[src/design/cdsr_pkg.sv]
// package of register map, field layout and constants for the divider/status bank
package cdsr_pkg;
   localparam logic [7:0] ADDR_CH2_DIV = 8'h16;
   localparam logic [7:0] ADDR_CH3_DIV = 8'h17;
   localparam logic [7:0] ADDR_STATUS = 8'h18;
   localparam int SENS_DIV_HI = 15;
   localparam int SENS_DIV_LO = 12;
   localparam int REF_DIV_HI = 9;
   localparam int REF_DIV_LO = 0;
   localparam int RSV_HI = 11;
   localparam int RSV_LO = 10;
   localparam int ST_CHAN_HI = 15;
   localparam int ST_CHAN_LO = 14;
   localparam int ST_UR = 13;
   localparam int ST_OR = 12;
   localparam int ST_WD = 11;
   localparam int ST_AHE = 10;
   localparam int ST_ALE = 9;
   localparam int ST_ZC = 8;
   localparam int ST_RESULT_READY_FLAG = 6;
   localparam int NCHAN = 4;
   localparam int NERR = 6;
   localparam logic [15:0] DIV_RESET = 16'h0000;
   localparam logic [3:0] SENS_DIV_ONE = 4'h1;
   localparam logic [9:0] REF_DIV_ONE = 10'h001;
   localparam logic [9:0] REF_DIV_ZERO = 10'h000;
   localparam logic [3:0] SENS_DIV_ZERO = 4'h0;
   localparam logic [1:0] CHAN_RESET = 2'h0;
   // error index within the error vectors
   localparam int E_UR = 0;
   localparam int E_OR = 1;
   localparam int E_WD = 2;
   localparam int E_AHE = 3;
   localparam int E_ALE = 4;
   localparam int E_ZC = 5;
endpackage : cdsr_pkg

[src/design/cdsr_regs.sv]
// divider registers for channels 2 and 3 and the shared status register
//
// Operation
// ch2 sensor divider bits 15:12 divides sensor
// host never writes zero sensor divider
// host sets divider two above 8.75MHz
// ch2 reference divider bits 9:0 divides mclk
// host never writes zero reference divider
// host writes zeros to bits 11:10
// ch3 has same divider layout
// ch3 reference zero reserved, else divides
// host sets ch3 divider two when fast
// status 15:14 binary source channel code
// error latched until status or data read
// bit 13 under-range since last read
// bit 12 over-range since last read
// status read-only, resets to zero
// bit 6 new result ready
// bits 3:0 unread results, cleared by read
// bits 11:8 watchdog, amp high/low, zero-count
`timescale 1ns/1ns
module cdsr_regs (
   input wire logic mclk,
   input wire logic rst,
   input wire logic reg_wr,
   input wire logic reg_rd,
   input wire logic [7:0] reg_addr,
   input wire logic [15:0] reg_wdata,
   output logic [15:0] reg_rdata,
   input wire logic ch2_sensor_clk,
   input wire logic ch3_sensor_clk,
   output logic ch2_fin,
   output logic ch3_fin,
   output logic ch2_fref,
   output logic ch3_fref,
   input wire logic [5:0] err_event,
   input wire logic [1:0] fault_channel_id,
   input wire logic result_done,
   input wire logic [3:0] chan_done,
   input wire logic data_rd,
   input wire logic [1:0] data_rd_chan,
   output logic [15:0] status_now
);
   // ****************************************************************
   // register and pin state
   // ****************************************************************
   logic [15:0] div2_reg, div2_next, div3_reg, div3_next;
   logic [1:0] chan_reg, chan_next;
   logic [5:0] err_reg, err_next;
   logic result_ready_flag_reg, result_ready_flag_next;
   logic [3:0] pend_reg, pend_next;
   logic [15:0] rdata_reg, rdata_next;
   logic [15:0] stat;
   logic s2a_reg, s2b_reg, s3a_reg, s3b_reg, s2c_reg, s3c_reg;
   logic [3:0] fc2_reg, fc2_next, fc3_reg, fc3_next;
   logic [9:0] rc2_reg, rc2_next, rc3_reg, rc3_next;
   logic fin2_reg, fin2_next, fin3_reg, fin3_next;
   logic fr2_reg, fr2_next, fr3_reg, fr3_next;
   logic st_rd, err_clr;
   logic [3:0] s2_div, s3_div;
   logic [9:0] r2_div, r3_div;

   // ****************************************************************
   // status word
   // ****************************************************************
   always_comb begin
      stat = 16'h0000;
      // source channel code
      stat[cdsr_pkg::ST_CHAN_HI:cdsr_pkg::ST_CHAN_LO] = chan_reg;
      // under-range flag
      stat[cdsr_pkg::ST_UR] = err_reg[cdsr_pkg::E_UR];
      // over-range flag
      stat[cdsr_pkg::ST_OR] = err_reg[cdsr_pkg::E_OR];
      // remaining error flags
      stat[cdsr_pkg::ST_WD] = err_reg[cdsr_pkg::E_WD];
      stat[cdsr_pkg::ST_AHE] = err_reg[cdsr_pkg::E_AHE];
      stat[cdsr_pkg::ST_ALE] = err_reg[cdsr_pkg::E_ALE];
      stat[cdsr_pkg::ST_ZC] = err_reg[cdsr_pkg::E_ZC];
      stat[cdsr_pkg::ST_RESULT_READY_FLAG] = result_ready_flag_reg;
      // bit 3 is channel 0 down to bit 0 channel 3
      stat[3:0] = {pend_reg[0], pend_reg[1], pend_reg[2], pend_reg[3]};
   end

   // ****************************************************************
   // register bank next state
   // ****************************************************************
   always_comb begin
      st_rd = reg_rd && (reg_addr == cdsr_pkg::ADDR_STATUS);
      // clear on status read or data read of the named channel
      err_clr = st_rd || (data_rd && (data_rd_chan == chan_reg));
      div2_next = div2_reg;
      div3_next = div3_reg;
      // whole register written as given, reserved bits 11:10 included
      if (reg_wr && reg_addr == cdsr_pkg::ADDR_CH2_DIV) begin
         div2_next = reg_wdata;
      end
      // channel 3 register of the same layout
      if (reg_wr && reg_addr == cdsr_pkg::ADDR_CH3_DIV) begin
         div3_next = reg_wdata;
      end
      // status is read-only; writes to it are ignored
      err_next = err_clr ? 6'h00 : err_reg;
      chan_next = chan_reg;
      // set wins over a same-cycle clear
      if (|err_event) begin
         err_next = err_next | err_event;
         chan_next = fault_channel_id;
      end
      // ready flag, cleared by status read, set wins
      result_ready_flag_next = (result_ready_flag_reg && !st_rd) || result_done;
      // per-channel unread flags cleared by data read
      pend_next = pend_reg;
      if (data_rd) begin
         pend_next[data_rd_chan] = 1'b0;
      end
      pend_next = pend_next | chan_done;
      rdata_next = rdata_reg;
      if (reg_rd) begin
         case (reg_addr)
            cdsr_pkg::ADDR_CH2_DIV: rdata_next = div2_reg;
            cdsr_pkg::ADDR_CH3_DIV: rdata_next = div3_reg;
            cdsr_pkg::ADDR_STATUS: rdata_next = stat;
            default: rdata_next = 16'h0000;
         endcase
      end
   end

   // ****************************************************************
   // clock dividers
   // ****************************************************************
   // zero is reserved; treated as one so the clock never stalls
   always_comb begin
      s2_div = div2_reg[cdsr_pkg::SENS_DIV_HI:cdsr_pkg::SENS_DIV_LO];
      s3_div = div3_reg[cdsr_pkg::SENS_DIV_HI:cdsr_pkg::SENS_DIV_LO];
      r2_div = div2_reg[cdsr_pkg::REF_DIV_HI:cdsr_pkg::REF_DIV_LO];
      r3_div = div3_reg[cdsr_pkg::REF_DIV_HI:cdsr_pkg::REF_DIV_LO];
      if (s2_div == cdsr_pkg::SENS_DIV_ZERO) s2_div = cdsr_pkg::SENS_DIV_ONE;
      if (s3_div == cdsr_pkg::SENS_DIV_ZERO) s3_div = cdsr_pkg::SENS_DIV_ONE;
      // zero reference setting held at divide-by-one
      if (r2_div == cdsr_pkg::REF_DIV_ZERO) r2_div = cdsr_pkg::REF_DIV_ONE;
      if (r3_div == cdsr_pkg::REF_DIV_ZERO) r3_div = cdsr_pkg::REF_DIV_ONE;
      // one output pulse per s2_div rising sensor edges
      fc2_next = fc2_reg;
      fin2_next = 1'b0;
      if (s2c_reg == 1'b0 && s2b_reg == 1'b1) begin
         fin2_next = (fc2_reg + 4'h1 >= s2_div);
         fc2_next = fin2_next ? 4'h0 : fc2_reg + 4'h1;
      end
      fc3_next = fc3_reg;
      fin3_next = 1'b0;
      if (s3c_reg == 1'b0 && s3b_reg == 1'b1) begin
         fin3_next = (fc3_reg + 4'h1 >= s3_div);
         fc3_next = fin3_next ? 4'h0 : fc3_reg + 4'h1;
      end
      // one reference pulse per r2_div mclk cycles
      fr2_next = (rc2_reg + 10'h001 >= r2_div);
      rc2_next = fr2_next ? 10'h000 : rc2_reg + 10'h001;
      fr3_next = (rc3_reg + 10'h001 >= r3_div);
      rc3_next = fr3_next ? 10'h000 : rc3_reg + 10'h001;
   end

   // ****************************************************************
   // registers
   // ****************************************************************
   always_ff @(posedge mclk or posedge rst) begin
      if (rst) begin
         div2_reg <= cdsr_pkg::DIV_RESET;
         div3_reg <= cdsr_pkg::DIV_RESET;
         // status resets to zero, channel code 0
         chan_reg <= cdsr_pkg::CHAN_RESET;
         err_reg <= 6'h00;
         result_ready_flag_reg <= 1'b0;
         pend_reg <= 4'h0;
         rdata_reg <= 16'h0000;
         s2a_reg <= 1'b0;
         s2b_reg <= 1'b0;
         s2c_reg <= 1'b0;
         s3a_reg <= 1'b0;
         s3b_reg <= 1'b0;
         s3c_reg <= 1'b0;
         fc2_reg <= 4'h0;
         fc3_reg <= 4'h0;
         rc2_reg <= 10'h000;
         rc3_reg <= 10'h000;
         fin2_reg <= 1'b0;
         fin3_reg <= 1'b0;
         fr2_reg <= 1'b0;
         fr3_reg <= 1'b0;
         status_now <= 16'h0000;
      end else begin
         div2_reg <= div2_next;
         div3_reg <= div3_next;
         chan_reg <= chan_next;
         err_reg <= err_next;
         result_ready_flag_reg <= result_ready_flag_next;
         pend_reg <= pend_next;
         rdata_reg <= rdata_next;
         s2a_reg <= ch2_sensor_clk;
         s2b_reg <= s2a_reg;
         s2c_reg <= s2b_reg;
         s3a_reg <= ch3_sensor_clk;
         s3b_reg <= s3a_reg;
         s3c_reg <= s3b_reg;
         fc2_reg <= fc2_next;
         fc3_reg <= fc3_next;
         rc2_reg <= rc2_next;
         rc3_reg <= rc3_next;
         fin2_reg <= fin2_next;
         fin3_reg <= fin3_next;
         fr2_reg <= fr2_next;
         fr3_reg <= fr3_next;
         status_now <= stat;
      end
   end

   assign reg_rdata = rdata_reg;
   assign ch2_fin = fin2_reg;
   assign ch3_fin = fin3_reg;
   assign ch2_fref = fr2_reg;
   assign ch3_fref = fr3_reg;
endmodule : cdsr_regs

[config.mk]
export PLATFORM = sky130hd
export DESIGN_NAME = cdsr_regs
export DESIGN_NICKNAME = d
export VERILOG_FILES = /design/src/design/cdsr_pkg.sv /design/src/design/cdsr_regs.sv
export SDC_FILE = /design/constraint.sdc
export NUM_CORES = 1
export LEC_CHECK = 0
export BUFFER_PORTS_ARGS = -buffer_cell sky130_fd_sc_hd__buf_2
export CAP_MARGIN = 20
export CORE_MARGIN = 2
export CORE_UTILIZATION = 33
export CTS_BUF_LIST = sky130_fd_sc_hd__clkbuf_4
export CTS_CLUSTER_SIZE = 30
export DETAILED_ROUTE_END_ITERATION = 16
export PLACE_DENSITY = 0.5
export SLEW_MARGIN = 15
export SYNTH_ARGS = -nofsm -noshare
export SYNTH_HDL_FRONTEND = slang
export SYNTH_SLANG_ARGS = --single-unit
[constraint.sdc]
create_clock -name mclk -period 3.2 [get_ports mclk]
set_input_delay 0.32 -clock mclk [delete_from_list [all_inputs] [get_ports mclk]]
set_output_delay 0.32 -clock mclk [all_outputs]
set_load 0.01 [all_outputs]
==> key figures <==
Global routing
  – First-pass GRT wire length: 21.00 mm
  – Pin count of the biggest net entering global routing: 38
  – All-Layer GR Usage: 15.48%
  – Antenna violations before repair: 0
  – Vias in the first global route: 4,020
  – Grt ovf: 0

Power and ir drop
  – Peak VDD IR: 0.0002862 V
  – LEAKAGE: 2.928 nW
  – PD cells: 509.1 nW/µm²

Yosys
  – Most frequent cell after synthesis: dfrtp_1
  – Synth Register Bits: 112
  – Synth Cell Area: 5384 µm²
  – Syn Area/Cell: 11.53 µm²
  – Yosys top cell area share: 52.06%
  – Register area share after synthesis: 52.06%
  – Syn. warnings: 0
  – Cells after Synth: 467
  – Area contributors post-synth: dfrtp_1 (52%), ha_1 (7.4%), mux2_1 (6.7%), inv_1 (3.1%), a22o_1 (2.1%)
  – Distinct cell type count after synthesis: 52
  – Synth area leader: dfrtp_1
  – Post-synth top flop: dfrtp_1
  – Post-synth top cells: dfrtp_1 (112), inv_1 (44), ha_1 (32), mux2_1 (32), o22ai_1 (16)
  – EDFF count, synth: 0
  – Ys async rst share: 100.0%

Place
  – Port Buffers: 78
  – GPL Wtd Cong: 0.7793
  – Hpwl dp: 9.639 mm
  – DP Worst Slack: 0.7914 ns

Clocking
  – H-tree Lvls: 3
  – CTS tree: yes
  – Clk buf depth: 2
  – CTS buffer count: 9
  – Root Buffer: clkbuf_4
  – Clock Latency Late Sink: 0.49 ns
  – Post-CTS sizing: 0
  – Setup Fix Bufs, Post-CTS: 0
  – Reg clk slew, reported paths: 0.16 ns
  – Count of hold-fix buffers inserted at cts: 15
  – Clock sink count: 112

STA
  – Fmax: 418.5 MHz
  – Clock skew: 0.02010 ns
  – Actual slew at the worst max-slew pin: 0.8238 ns
  – Tmin final: 2.390 ns
  – Slew HR: 44.96%
  – Crit share post-route: 74.67%
  – Hold Vio Cnt, Final: 0
  – RSZ-0062 raised after global routing: no
  – Pins over their slew limit: 0
  – Final WS setup: 0.8105 ns
  – Final setup vio count: 0
  – Final hold slack: 0.04034 ns
  – Total negative slack: 0 ns

Finish
  – Reg area: 2803 µm²
  – Proportion of layout cells with a drive suffix above 1: 20.67%
  – Fillers: 1,581
  – Synth-to-Final Area Change: 17.20%
  – Nets@finish: 639
  – Post-Route Utilization: 39.58%
  – N_diodes: 0
  – Area of the multi-input gates: 2308 µm²

Detailed routing
  – Initial drt markers: 193
  – Drt wl/cell: 16.14 µm
  – Final wirelength: 12.62 mm
  – DR vias/cell: 4.863
  – Residual DRC count: 0
  – Detail Route Antenna Nets: 0
  – Vias: 3,803
  – First-pass detailed-route iteration total: 4

Setup path
  – Crit start category: register
  – Worst Path Arrival: 2.78 ns
  – Required time worst endpoint: 3.59 ns
  – Max FO, Critical Path: 11
  – Critical path type: reg2reg
  – Crit. End Element: register

Die
  – Row Count: 46
  – DIE HEIGHT: 131.7 µm
  – # IOs: 82
  – Core ar.: 15,940 µm²
  – Die width: 131.7 µm
  – Initial Util: 33.77%
  – Area of the die: 17,350 µm²

Outcome
  – Outcome: finished clean

Flow run
  – Max Cap Viol: 0

Hold path
  – Min-delay worst type: in2reg
## per-stage QoR
stage / cells / area, µm² / power (W)
final: 782 / 6310 / 0.003212
after global routing: 782 / 6310 / 0.003446
after CTS: 782 / 6310 / 0.003265
after detailed placement: 751 / 6016 / 0.002494
after global placement: 751 / 6016 / 0.002461
after floorplan: 469 / 5395 / 0.002246
## path summary, 6_finish.rpt
check                           slack, ns  cells past startpoint                      end                 start
worst max-delay path                 0.81                      9       ch2_fref$_DFF_PP0_  rc2_reg[0]$_DFF_PP0_
worst min-delay path                 0.04                      2     err_reg[3]$_DFF_PP0_          err_event[3]
worst max register to register       0.81                      9       ch2_fref$_DFF_PP0_  rc2_reg[0]$_DFF_PP0_
worst min register to register       0.37                      0        s2b_reg$_DFF_PP0_     s2a_reg$_DFF_PP0_
max in group asynchronous            1.87                      4     rc3_reg[2]$_DFF_PP0_                   rst
min in group asynchronous            0.49                      3  status_now[1]$_DFF_PP0_                   rst
## metal layers
layer | wire [µm] | up-vias | part of all wire, % | global-route usage [%]
met2 | 6261 | 70 | 50 | 26.12
met4 | 189 | 0 | 1.5 | 4.952
met3 | 384 | 15 | 3.0 | 3.153
met1 | 5789 | 1878 | 46 | 20.03
li1 | - | 1840 | - | -
met5 | 0 | - | 0 | 0
## power by group
part           internal (W)  switching (W)  total, W
logic              0.000342       0.000463  0.000804
clock network      0.000249       0.000498  0.000747
registers           0.00154       0.000118   0.00166
## layout by cell type (no fill, tap or decap), types with 4 or more instances in the layout
cell,instances
dfrtp_1,112
buf_2,78
inv_1,43
mux2_1,32
ha_1,32
o22ai_1,16
nand2_1,15
a21boi_0,15
dlygate4sd3_1,15
a22o_1,13
a22oi_1,13
xor2_1,12
a21oi_1,11
nand3_1,11
o21ai_0,11
nor2_1,10
xnor2_1,10
a21o_1,10
buf_4,10
clkbuf_4,9
o21ai_1,8
nand2b_1,7
nor3_1,6
and3_1,4
nand4_1,4
o21a_1,4
## logic make-up after synthesis
| group | after synthesis | share of synthesized area, % |
|---|---|---|
| AO/OA/AOI/OAI | 120 | 15.94 |
| XOR/XNOR | 22 | 3.579 |
| adder cells (fa/ha/maj) | 32 | 7.437 |
| buffers and inverters | 66 | 5.206 |
| flip-flops | 112 | 52.06 |
| multiplexers | 34 | 7.111 |
| other | 1 | 0.06965 |
| AND/OR/NAND/NOR | 80 | 8.599 |
## worst max-delay path: stages, from the launching register on
cell and delay (ns):
dfrtp_1 0.45, ha_1 0.20, nand3_1 0.15, nor3_1 0.20, xor2_1 0.21, ha_1 0.27, o21a_1 0.18, a21oi_1 0.15
o21ai_1 0.24, and2_1 0.25
## layout make-up
| class | count | share of cell area [%] |
|---|---|---|
| Clock inverter | 7 | 1.210 |
| Timing Repair Buffer | 103 | 9.756 |
| Inverter | 44 | 2.677 |
| Clock buffer | 9 | 1.071 |
| Multi-Input combinational cell | 291 | 36.59 |
| Sequential cell | 112 | 44.42 |
| Tap cell | 216 | 4.283 |
Note: power is estimated with default switching activity, not from simulation.
